==> src/vcmu_consts.vh <==
// Constants for the video clip mask unit.
`ifndef VCMU_CONSTS_VH
`define VCMU_CONSTS_VH
`define VCMU_ADDR_CTRL 12'h000
`define VCMU_ADDR_STATUS 12'h004
`define VCMU_ADDR_LINE 12'h008
`define VCMU_CTRL_CK_EN 0
`define VCMU_CTRL_CK_INV 1
`define VCMU_CTRL_CLIP_EN 2
`define VCMU_CTRL_CLIP_INV 3
`define VCMU_CTRL_MODE 4
`define VCMU_CTRL_OUT_EN 5
`define VCMU_CTRL_OUT_BG 6
`define VCMU_CTRL_OUT_SEL 7
`define VCMU_CTRL_INTERL 8
`define VCMU_CTRL_PLANAR 9
`define VCMU_CTRL_W 10
`define VCMU_CTRL_RST 10'h000
`define VCMU_COORD_HI 26
`define VCMU_COORD_LO 16
`define VCMU_INFO_HI 15
`define VCMU_INFO_LO 0
`define VCMU_STORE_WORDS 64
`define VCMU_ALL_DISPLAY 16'hFFFF
`define VCMU_WORD_MSB 31
`endif

==> src/vcmu_clip_unit.v <==
// Video clip mask unit: chroma key, bit mask and rectangle list clipping.
// What this block does
// - OR enabled, optionally inverted chroma and clip masks.
// - Clip words arrive through the input stream.
// - Sixteen rectangles in sixty-four word store.
// - Bit mask: one bit per pixel, MSB first.
// - Clip output stream, optional background merge.
// - Planar format disables clip streams entirely.
// - Interlace select; coordinates refer to target.
// - Rectangles are half open from origin zero.
// - Window suppresses when line and pixel bits zero.
// - Any window suppressing suppresses the pixel.
// - Display registers start in display state.
// - Line start loads matching line entry.
// - Pixel match loads column register, else hold.
// - Zero coordinate ends a list.
// - Full lists need no terminator.
// - Word: coordinate 26..16, display bits 15..0.
// - Pixel list even words, line list odd.
`timescale 1ns/1ps
`default_nettype none
`include "vcmu_consts.vh"
module vcmu_clip_unit #(
    parameter WINDOWS = 16,
    parameter CW = 11
) (
    input wire clk_sys,
    input wire resetn,
    input wire ce,
    input wire psel,
    input wire penable,
    input wire pwrite,
    input wire [11:0] paddr,
    input wire [31:0] pwdata,
    output reg [31:0] prdata,
    output reg pready,
    output reg pslverr,
    input wire fieldStart,
    input wire lineStart,
    input wire pixValid,
    input wire chromaKey,
    input wire clipInValid,
    input wire [31:0] clipInData,
    output reg clipInReady,
    output reg maskOut,
    output reg maskOutValid,
    output reg clipOutValid,
    output reg [31:0] clipOutData,
    input wire clipOutReady
);
    localparam ST_LOAD = 3'b001;
    localparam ST_RUN = 3'b010;
    localparam ST_IDLE = 3'b100;

    function [CW-1:0] coordOf;
        input [31:0] w;
        coordOf = w[`VCMU_COORD_HI:`VCMU_COORD_LO];
    endfunction
    function [WINDOWS-1:0] infoOf;
        input [31:0] w;
        infoOf = w[`VCMU_INFO_HI:`VCMU_INFO_LO];
    endfunction

    reg [`VCMU_CTRL_W-1:0] ctrl_r;
    reg [2:0] state_r;
    reg [5:0] loadAddr_r;
    reg [4:0] pixIdx_r;
    reg [4:0] lineIdx_r;
    reg pixDone_r;
    reg lineDone_r;
    reg [WINDOWS-1:0] colInfo_r;
    reg [WINDOWS-1:0] rowInfo_r;
    reg [CW-1:0] pixCnt_r;
    reg [CW-1:0] lineCnt_r;
    reg oddField_r;
    reg [31:0] outWord_r;
    reg [4:0] outCnt_r;
    reg stall_r;

    wire ckEn = ctrl_r[`VCMU_CTRL_CK_EN];
    wire ckInv = ctrl_r[`VCMU_CTRL_CK_INV];
    wire clipEn = ctrl_r[`VCMU_CTRL_CLIP_EN];
    wire clipInv = ctrl_r[`VCMU_CTRL_CLIP_INV];
    wire maskMode = ctrl_r[`VCMU_CTRL_MODE];
    wire outEn = ctrl_r[`VCMU_CTRL_OUT_EN];
    wire outBg = ctrl_r[`VCMU_CTRL_OUT_BG];
    wire outSel = ctrl_r[`VCMU_CTRL_OUT_SEL];
    wire interl = ctrl_r[`VCMU_CTRL_INTERL];
    wire planar = ctrl_r[`VCMU_CTRL_PLANAR];

    // Input synchronisers for the chroma key and pixel strobes are not needed:
    // they come from the scaler on this clock.
    wire apbAcc = psel && penable && !pready;
    wire [31:0] pixWord;
    wire [31:0] lineWord;
    wire storeWr = (state_r == ST_LOAD) && clipInValid && clipInReady && !maskMode;
    vcmu_word_store #(.DEPTH(`VCMU_STORE_WORDS), .AW(6)) uStore (
        .clk_sys(clk_sys),
        .ce(ce),
        .wrEn(storeWr),
        .wrAddr(loadAddr_r),
        .wrData(clipInData),
        .rdAddrA({pixIdx_r, 1'b0}),
        .rdAddrB({lineIdx_r, 1'b1}),
        .rdDataA(pixWord),
        .rdDataB(lineWord)
    );

    wire useStream = !planar;
    wire pixStep = pixValid && !stall_r;
    // The unpacker only takes a word that the registered ready has offered, so the
    // feed and the unpacker always agree on which words were consumed.
    wire mTake = clipInValid && clipInReady && maskMode && useStream;
    wire mbit;
    wire mvalid;
    wire mReady;
    vcmu_mask_shift uMask (
        .clk_sys(clk_sys),
        .resetn(resetn),
        .ce(ce),
        .restart(fieldStart),
        .pixStep(pixStep && maskMode && useStream),
        .wordValid(mTake),
        .wordData(clipInData),
        .wordReady(mReady),
        .maskBit(mbit),
        .maskValid(mvalid)
    );

    // Effective line number in the target window; in interlaced mode a field
    // carries every second target line.
    wire [CW-1:0] tgtLine = interl ? {lineCnt_r[CW-2:0], oddField_r} : lineCnt_r;
    wire pixCoordZero = coordOf(pixWord) == {CW{1'b0}};
    wire lineCoordZero = coordOf(lineWord) == {CW{1'b0}};
    wire pixHit = !pixDone_r && !pixCoordZero && (coordOf(pixWord) == pixCnt_r);
    wire lineHit = !lineDone_r && !lineCoordZero && (coordOf(lineWord) == tgtLine);

    // A window hides the pixel only when both its bits say no display.
    wire [WINDOWS-1:0] colNow = pixHit ? infoOf(pixWord) : colInfo_r;
    wire [WINDOWS-1:0] hideWin = ~(colNow | rowInfo_r);
    wire rectSup = |hideWin;
    wire clipRaw = maskMode ? (mvalid ? !mbit : 1'b0) : rectSup;
    wire clipTerm = clipEn && useStream && (clipRaw ^ clipInv);
    wire ckTerm = ckEn && (chromaKey ^ ckInv);
    wire suppress = ckTerm | clipTerm;
    wire outBit = outSel ? (outBg ? (clipRaw | !chromaKey) : clipRaw) : chromaKey;

    always @(posedge clk_sys) begin
        if (!resetn) begin
            ctrl_r <= `VCMU_CTRL_RST;
            prdata <= 32'h00000000;
            pready <= 1'b0;
            pslverr <= 1'b0;
        end else if (ce) begin
            pready <= apbAcc;
            pslverr <= 1'b0;
            if (apbAcc) begin
                prdata <= 32'h00000000;
                case (paddr)
                    `VCMU_ADDR_CTRL: begin
                        if (pwrite) begin
                            ctrl_r <= pwdata[`VCMU_CTRL_W-1:0];
                        end
                        prdata <= {22'h000000, ctrl_r};
                    end
                    `VCMU_ADDR_STATUS: begin
                        prdata <= {24'h000000, stall_r, lineDone_r, pixDone_r, 2'b00, state_r};
                    end
                    `VCMU_ADDR_LINE: begin
                        prdata <= {5'h00, pixCnt_r, 5'h00, lineCnt_r};
                    end
                    default: begin
                        pslverr <= 1'b1;
                    end
                endcase
            end
        end else begin
            pready <= 1'b0;
        end
    end

    always @(posedge clk_sys) begin
        if (!resetn) begin
            state_r <= ST_IDLE;
            loadAddr_r <= 6'h00;
            clipInReady <= 1'b0;
            pixIdx_r <= 5'h00;
            lineIdx_r <= 5'h00;
            pixDone_r <= 1'b0;
            lineDone_r <= 1'b0;
            colInfo_r <= `VCMU_ALL_DISPLAY;
            rowInfo_r <= `VCMU_ALL_DISPLAY;
            pixCnt_r <= {CW{1'b0}};
            lineCnt_r <= {CW{1'b0}};
            oddField_r <= 1'b0;
            maskOut <= 1'b0;
            maskOutValid <= 1'b0;
            clipOutValid <= 1'b0;
            clipOutData <= 32'h00000000;
            outWord_r <= 32'h00000000;
            outCnt_r <= 5'h00;
            stall_r <= 1'b0;
        end else if (ce) begin
            maskOutValid <= pixStep;
            if (pixStep) begin
                maskOut <= suppress;
            end
            if (fieldStart) begin
                state_r <= (useStream && !maskMode) ? ST_LOAD : ST_RUN;
                loadAddr_r <= 6'h00;
                clipInReady <= useStream && !maskMode;
                pixIdx_r <= 5'h00;
                lineIdx_r <= 5'h00;
                pixDone_r <= 1'b0;
                lineDone_r <= 1'b0;
                colInfo_r <= `VCMU_ALL_DISPLAY;
                rowInfo_r <= `VCMU_ALL_DISPLAY;
                pixCnt_r <= {CW{1'b0}};
                lineCnt_r <= {CW{1'b0}};
                oddField_r <= !oddField_r;
                outCnt_r <= 5'h00;
            end else begin
                case (state_r)
                    ST_LOAD: begin
                        if (storeWr) begin
                            loadAddr_r <= loadAddr_r + 6'h01;
                            if (loadAddr_r == 6'h3F) begin
                                state_r <= ST_RUN;
                                clipInReady <= 1'b0;
                            end
                        end
                    end
                    ST_RUN: begin
                        clipInReady <= maskMode && useStream && mReady && !mTake;
                        if (lineStart) begin
                            pixCnt_r <= {CW{1'b0}};
                            lineCnt_r <= lineCnt_r + {{(CW-1){1'b0}}, 1'b1};
                            pixIdx_r <= 5'h00;
                            pixDone_r <= 1'b0;
                            colInfo_r <= `VCMU_ALL_DISPLAY;
                            if (lineHit) begin
                                rowInfo_r <= infoOf(lineWord);
                                lineDone_r <= (lineIdx_r == 5'h1F);
                                lineIdx_r <= lineIdx_r + 5'h01;
                            end else if (!lineDone_r && lineCoordZero && lineIdx_r != 5'h00) begin
                                lineDone_r <= 1'b1;
                            end
                        end else if (pixStep) begin
                            pixCnt_r <= pixCnt_r + {{(CW-1){1'b0}}, 1'b1};
                            if (pixHit) begin
                                colInfo_r <= infoOf(pixWord);
                                pixDone_r <= (pixIdx_r == 5'h1F);
                                pixIdx_r <= pixIdx_r + 5'h01;
                            end else if (!pixDone_r && pixCoordZero && pixIdx_r != 5'h00) begin
                                pixDone_r <= 1'b1;
                            end
                        end
                    end
                    ST_IDLE: begin
                        clipInReady <= 1'b0;
                    end
                    default: begin
                        state_r <= ST_IDLE;
                    end
                endcase
            end
            // Output packing stalls the pixel path rather than drop mask bits.
            if (clipOutValid && clipOutReady) begin
                clipOutValid <= 1'b0;
            end
            if (pixStep && outEn && useStream) begin
                outWord_r <= {outWord_r[30:0], outBit};
                outCnt_r <= outCnt_r + 5'h01;
                if (outCnt_r == 5'h1F) begin
                    clipOutData <= {outWord_r[30:0], outBit};
                    clipOutValid <= 1'b1;
                end
            end
            stall_r <= clipOutValid && !clipOutReady;
        end
    end
endmodule // vcmu_clip_unit
`default_nettype wire

==> src/vcmu_mask_shift.v <==
// Bit mask unpacker: one word covers 32 pixels, first pixel in the top bit.
`timescale 1ns/1ps
`default_nettype none
`include "vcmu_consts.vh"
module vcmu_mask_shift (
    input wire clk_sys,
    input wire resetn,
    input wire ce,
    input wire restart,
    input wire pixStep,
    input wire wordValid,
    input wire [31:0] wordData,
    output wire wordReady,
    output wire maskBit,
    output wire maskValid
);
    reg [31:0] shift_r;
    reg [5:0] left_r;
    wire empty = (left_r == 6'h00);
    wire take = wordValid && (empty || (pixStep && left_r == 6'h01));
    assign wordReady = empty || (pixStep && left_r == 6'h01);
    assign maskBit = shift_r[`VCMU_WORD_MSB];
    assign maskValid = !empty;
    always @(posedge clk_sys) begin
        if (!resetn || (ce && restart)) begin
            shift_r <= 32'h00000000;
            left_r <= 6'h00;
        end else if (ce) begin
            if (take) begin
                shift_r <= wordData;
                left_r <= 6'h20;
            end else if (pixStep && !empty) begin
                shift_r <= {shift_r[30:0], 1'b0};
                left_r <= left_r - 6'h01;
            end
        end
    end
endmodule // vcmu_mask_shift
`default_nettype wire

==> src/vcmu_word_store.v <==
// Clip word store for the rectangle lists, filled from the clip-data input stream.
`timescale 1ns/1ps
`default_nettype none
`include "vcmu_consts.vh"
module vcmu_word_store #(
    parameter DEPTH = `VCMU_STORE_WORDS,
    parameter AW = 6
) (
    input wire clk_sys,
    input wire ce,
    input wire wrEn,
    input wire [AW-1:0] wrAddr,
    input wire [31:0] wrData,
    input wire [AW-1:0] rdAddrA,
    input wire [AW-1:0] rdAddrB,
    output wire [31:0] rdDataA,
    output wire [31:0] rdDataB
);
    reg [31:0] mem [0:DEPTH-1];
    always @(posedge clk_sys) begin
        if (ce && wrEn) begin
            mem[wrAddr] <= wrData;
        end
    end
    assign rdDataA = mem[rdAddrA];
    assign rdDataB = mem[rdAddrB];
endmodule // vcmu_word_store
`default_nettype wire
==> config.mk <==
export PLATFORM = sky130hd
export DESIGN_NAME = vcmu_clip_unit
export DESIGN_NICKNAME = d
export VERILOG_FILES = /design/src/vcmu_clip_unit.v /design/src/vcmu_mask_shift.v /design/src/vcmu_word_store.v
export VERILOG_INCLUDE_DIRS = /design/src
export SDC_FILE = /design/constraint.sdc
export NUM_CORES = 2
export LEC_CHECK = 0
export ABC_AREA = 0
export BUFFER_PORTS_ARGS = -buffer_cell sky130_fd_sc_hd__buf_4
export CAP_MARGIN = 5
export CELL_PAD_IN_SITES_DETAIL_PLACEMENT = 0
export CELL_PAD_IN_SITES_GLOBAL_PLACEMENT = 1
export CORE_UTILIZATION = 45
export CTS_CLUSTER_SIZE = 16
export DETAILED_ROUTE_END_ITERATION = 10
export GPL_TIMING_DRIVEN = 0
export PLACE_DENSITY_LB_ADDON = 0.08
export SYNTH_ARGS = -nofsm -noshare
export SYNTH_HDL_FRONTEND = slang
export SYNTH_HIERARCHICAL = 1
export SYNTH_SLANG_ARGS = --single-unit
==> constraint.sdc <==
create_clock -name clk_sys -period 11.1 [get_ports clk_sys]
set_input_delay 1.11 -clock clk_sys [delete_from_list [all_inputs] [get_ports clk_sys]]
set_output_delay 1.11 -clock clk_sys [all_outputs]
set_load 0.03 [all_outputs]
# Yosys cells after proc, flatten, opt, wreduce, memory -nomap -nowiden
# Memories as Yosys holds them, arrays and structs flattened. A register that Yosys moved wholly into a read port is not among the register bits.
# Index checks and enable logic that the tools add are counted.
# word_totals
regBits,231
ramBits,2048
in_bits,88
output_inout_bits,70
word_cells,216
memories,1
# mem_list
name,words,width,read_ports,rd_clocked_by_memory_dff,write_ports,line_no,rtl
uStore.mem,64,32,2,2,1,vcmu_word_store.v:19,reg [31:0] mem [0:DEPTH-1];
# classes
addsub,7
n_eq_ne,15
muxes,71
bitwise_logic,6
n_reduce_logical,91
# ops
cell,n
2-to-1 mux 16 bit,9
2-to-1 mux 11 bit,8
one-hot mux 27 bit (3 select lines),1
2-to-1 mux 32 bit,2
2-to-1 mux 5 bit,11
2-to-1 mux 6 bit,9
logical AND 1 bit,35
AND reduction 4 bit,7
2-to-1 mux 1 bit,25
adder 11 x 1 -> 11 bit (second input constant),2
equality test 11 bit,2
zero test 11 bit,2
inverter 16 bit,1
bitwise OR 16 bit,1
OR reduction 16 bit,1
adder 5 x 1 -> 5 bit (second input constant),3
equality test 5 bit (second input constant),3
zero test 1 bit,15
AND reduction 2 bit,7
nonzero test 2 bit,7
equality test 12 x 3 -> 1 bit (second input constant),1
equality test 12 x 4 -> 1 bit (second input constant),1
zero test 12 bit,1
AND reduction 3 bit,4
other kinds (22),32

# Logic depth before layout (Yosys ltp)
# depth
depth_word,12
depth_mapped,16
ltp_nobuf,11

# By module
# The synthesis kept the hierarchy.
# by_module_without_submodules
module,instances,cells_per_inst,area_each_um2,seq_area_each_um2
vcmu_word_store,1,4489,93368.3,61499.0
vcmu_clip_unit,1,953,8439.3,3663.5
vcmu_mask_shift,1,227,1784.2,760.7

# Worst setup path after synthesis
# No wires, ideal clock.
# synth_timing
path_kind,input to register
from,in clipInValid
to,mem uStore.mem[32][0] (enable)
setup_ps,502
arrival_ps,5020
t_required_ps,10598
setup_slack_ps,5578
stages,6
path_buffers,0
cell_sequence,nand3b_1 nor2_1 nand2_1 nor2_1 nand3b_1 nor4_1
# synth_via
elab_chain_len,6
# synth_lines
item,line_no,rtl
start: declaration,vcmu_clip_unit.v:42,"input wire clipInValid,"
logical AND 1 bit (3 in a row),vcmu_clip_unit.v:96,wire storeWr = (state_r == ST_LOAD) && clipInValid && clipInReady && !maskMode;
net storeWr,vcmu_clip_unit.v:96,
logical AND 1 bit,vcmu_word_store.v:21,if (ce && wrEn) begin
2-to-1 mux 1 bit,vcmu_word_store.v:21,
2-to-1 mux 1 bit (implied by the code),vcmu_word_store.v:22,mem[wrAddr] <= wrData;
end: declaration,vcmu_word_store.v:19,
# The timed path passes the listed nets, and every way through them passes these cells.

==> reports/summary.log <==
[run_status] status complete, but fails checks
[run_status] violated checks max-capacitance violations, max-slew violations
[routing] average vias per placed instance 7.19
[place] detailed placement HPWL 269 mm
[global_route] wire length of the first global-routing pass 505 mm
[worst_setup_path] type of element launching the critical path flop
[power] switching share of total power 22.3%
[sta] maximum clock rate 0.129 GHz
[logic_synthesis] YS warnings 6
[clock_network] post-CTS repair timing setup buffer count 0
[power] share of power burned in the clock network 43.8%
[sta] slack of the critical path 3.36 ns
[sta] Relative slew margins -11.9%
[worst_setup_path] delay of the slowest cell on the worst path 1.10 ns
[worst_setup_path] Worst R2R Path Depth 14
[place] Port Buf Inserts 125
[global_route] Congestion Overflow GR 0
[die] placeable core region 197,000 um^2
[clock_network] CTS hold repair buffers 0
[run] max-capacitance violation count 12
[worst_setup_path] arrival time of the worst setup path 8.47 ns
[clock_network] number of CTS-inserted buffers 208
[sta] post-layout min period 7.74 ns
[die] initial standard-cell utilization of the core 45.3%
[worst_setup_path] Worst setup EP type flop
[routing] drt pass-1 iters 8
[power] switching power of the nets 3450 uW
[sta] Final Hold Violating Endpoints 0
[clock_network] clock tree buffer depth 3
[sta] sum of negative setup slack 0 ns
[sta] RSZ-0062 raised after global routing false
[sta] Worst-Margin Slew 1.67 ns
[cells_and_area] most common library cell in the layout ignoring fill and taps edfxtp_1
[sta] crit share post-route 69.7%
[sta] final setup vio count 0
[die] total I/O pin count 158
[die] Die Footprint 201,000 um^2
[worst_setup_path] cell family with most CP delay buffers and inverters
[global_route] number of antenna violations at the first check in global routing 21
[min_path] worst hold-check path type flop to flop
[power] Sequential Power Share 51.5%
[power] leakage 0.0316 uW
[cells_and_area] count of fill cells added during filler insertion 16,071
[cells_and_area] commonest cells after routing, fill and taps aside edfxtp_1, mux4_2, nand2_1
[routing] average detailed-routed wire length per instance 46.5 um
[clock_network] Clock Latency Late Sink 0.89 ns
[routing] DRC marker count from the first detailed-route iteration 10,589
[cells_and_area] Final nets 5,581
[worst_setup_path] Levels on crit path 14
[cells_and_area] fraction of final layout cells sized beyond drive strength 1 31.2%
[clock_network] clock tree from TritonCTS done
[worst_setup_path] RR Endpoint colInfo_r[9]
[worst_setup_path] crit path buf inv count 3
[routing] Antenna Nets Post-Route 0
[clock_network] clock root buffer clkbuf_16
[worst_setup_path] critical path class flop to flop
[power] VDD IR-drop max 0.175 mV
[worst_setup_path] cell-by-cell listing of the critical path or2_2 > buf_1 > clkbuf_1 > o22ai_1 > nor2_1 > a21oi_1 > a221oi_1 > xor2_1 > nor4_1 > nand4_1 > nor2_2 > buf_6 > mux2i_1 > nand2_1
[logic_synthesis] average size of a mapped cell 17.7 um^2
[sta] max-slew violation count 60
[power] cell internal power dissipation 12,000 uW
[cells_and_area] area taken by flip-flops and latches 56,300 um^2
[logic_synthesis] Mapped Area 89,400 um^2
[worst_setup_path] setup slack of the most critical reg-to-reg path 3.36 ns
[routing] total via count in the routed design 59,699
[clock_network] clock sink total 1,949
[die] horizontal die dimension 448 um
[die] height of the die 448 um
[cells_and_area] post-layout utilization of the core 51.9%
[die] number of rows in the core area 163
[power] power density cells 151 nW/um^2
[worst_setup_path] worst setup path start pixIdx_r[2]
[worst_setup_path] Critical path destination colInfo_r[9]
[worst_setup_path] worst flop-to-flop path startpoint pixIdx_r[2]
[place] placement-stage cell area 95,800 um^2
[cells_and_area] area overhead of the layout relative to synthesis 14.5%
[place] routability congestion estimate from global placement 1.05
[clock_network] cts repair resizes 0
[cells_and_area] Layout Cell Area excl Fill 102,000 um^2
[worst_setup_path] highest fanout seen on the critical path 12
[clock_network] Clock Pin Slew Worst Setup and Hold Paths 0.06 ns
[worst_setup_path] Required @ worst endpoint 11.84 ns
[global_route] number of global-route vias before repair 55,579
[routing] final wirelength 386 mm
[logic_synthesis] synthesized netlist cell count 5,048
[global_route] pin count of the biggest net entering global routing 66
[place] Post-Place Worst Slack 4.26 ns
[power] relative contribution of combinational cells to total power 4.8%
[cells_and_area] area taken by multi-input logic gates 31,200 um^2
[sta] final clock skew 0.0366 ns
[global_route] combined global-route utilization of all metal layers 38.4%
[clock_network] count of H-tree levels built during CTS 4
[worst_setup_path] Critical-path top delay cell clkbuf_1
[routing] Residual DRC 0
[worst min-delay path: cells and delay by family, from the launching register on]
family / cells / cell delay [ns]
flops: 1 / 0.30
compound gates: 1 / 0.07
simple gates: 1 / 0.05
[routing by layer]
layer	vias up	share of wire [%]	global-route usage (%)	routed length, um
met5	-	0.16	1.44	636
met2	4813	42	54.3	163000
met4	20	6.5	21.0	25100
met1	31802	36	50.1	140000
met3	996	15	15.9	56900
li1	22068	-	-	-
[final cells by class]
class / count / share of cell area [%]
clock buffer: 260 / 5.43
inverter: 18 / 0.0660
antenna: 18 / 0.0440
multi-input combinational: 2636 / 30.4
buffer: 455 / 2.43
tap: 2640 / 3.23
clock inverter: 116 / 0.899
timing repair buffer: 211 / 2.49
sequential: 1949 / 55.0
[power by group through the flow]
stage,clock network [uW],logic (uW),registers [uW]
3_3_place_gp,0,591,8130
5_1_grt,7090,748,7970
6_report,6780,736,7980
3_5_place_dp,0,598,8130
2_1_floorplan,0,369,8130
4_1_cts,6830,599,7980
[worst min path at each step]
stage	start	end	slack, ns	cells after the start
after floorplan	uMask/shift_r[0]	uMask/shift_r[0]	0.43	2
after global placement	uMask/shift_r[0]	uMask/shift_r[0]	0.45	2
after detailed placement	uMask/shift_r[0]	uMask/shift_r[0]	0.45	2
after CTS	clipInData[30]	uMask/shift_r[30]	0.43	3
after global routing	clipInData[30]	uMask/shift_r[30]	0.48	3
final	uMask/shift_r[4]	uMask/shift_r[5]	0.46	2
[through the flow]
stage	hold slack (ns)	instances	total power, uW
CTS	0.431	8280	15400
global placement	0.445	7823	8720
floorplan	0.432	5058	8500
global route	0.482	8290	15800
detailed placement	0.446	7904	8730
finish	0.455	8303	15500
[flip-flops by register name, summed over array words and instances (netlist names), 3 cells and up]
signal	cells
uStore/mem	1728
clipOutData	32
uMask/shift_r	32
outWord_r	31
prdata	22
colInfo_r	16
rowInfo_r	16
lineCnt_r	11
pixCnt_r	11
ctrl_r	10
loadAddr_r	6
uMask/left_r	6
lineIdx_r	5
outCnt_r	5
pixIdx_r	5
state_r	3
Note: power is estimated with default switching activity, not from simulation.
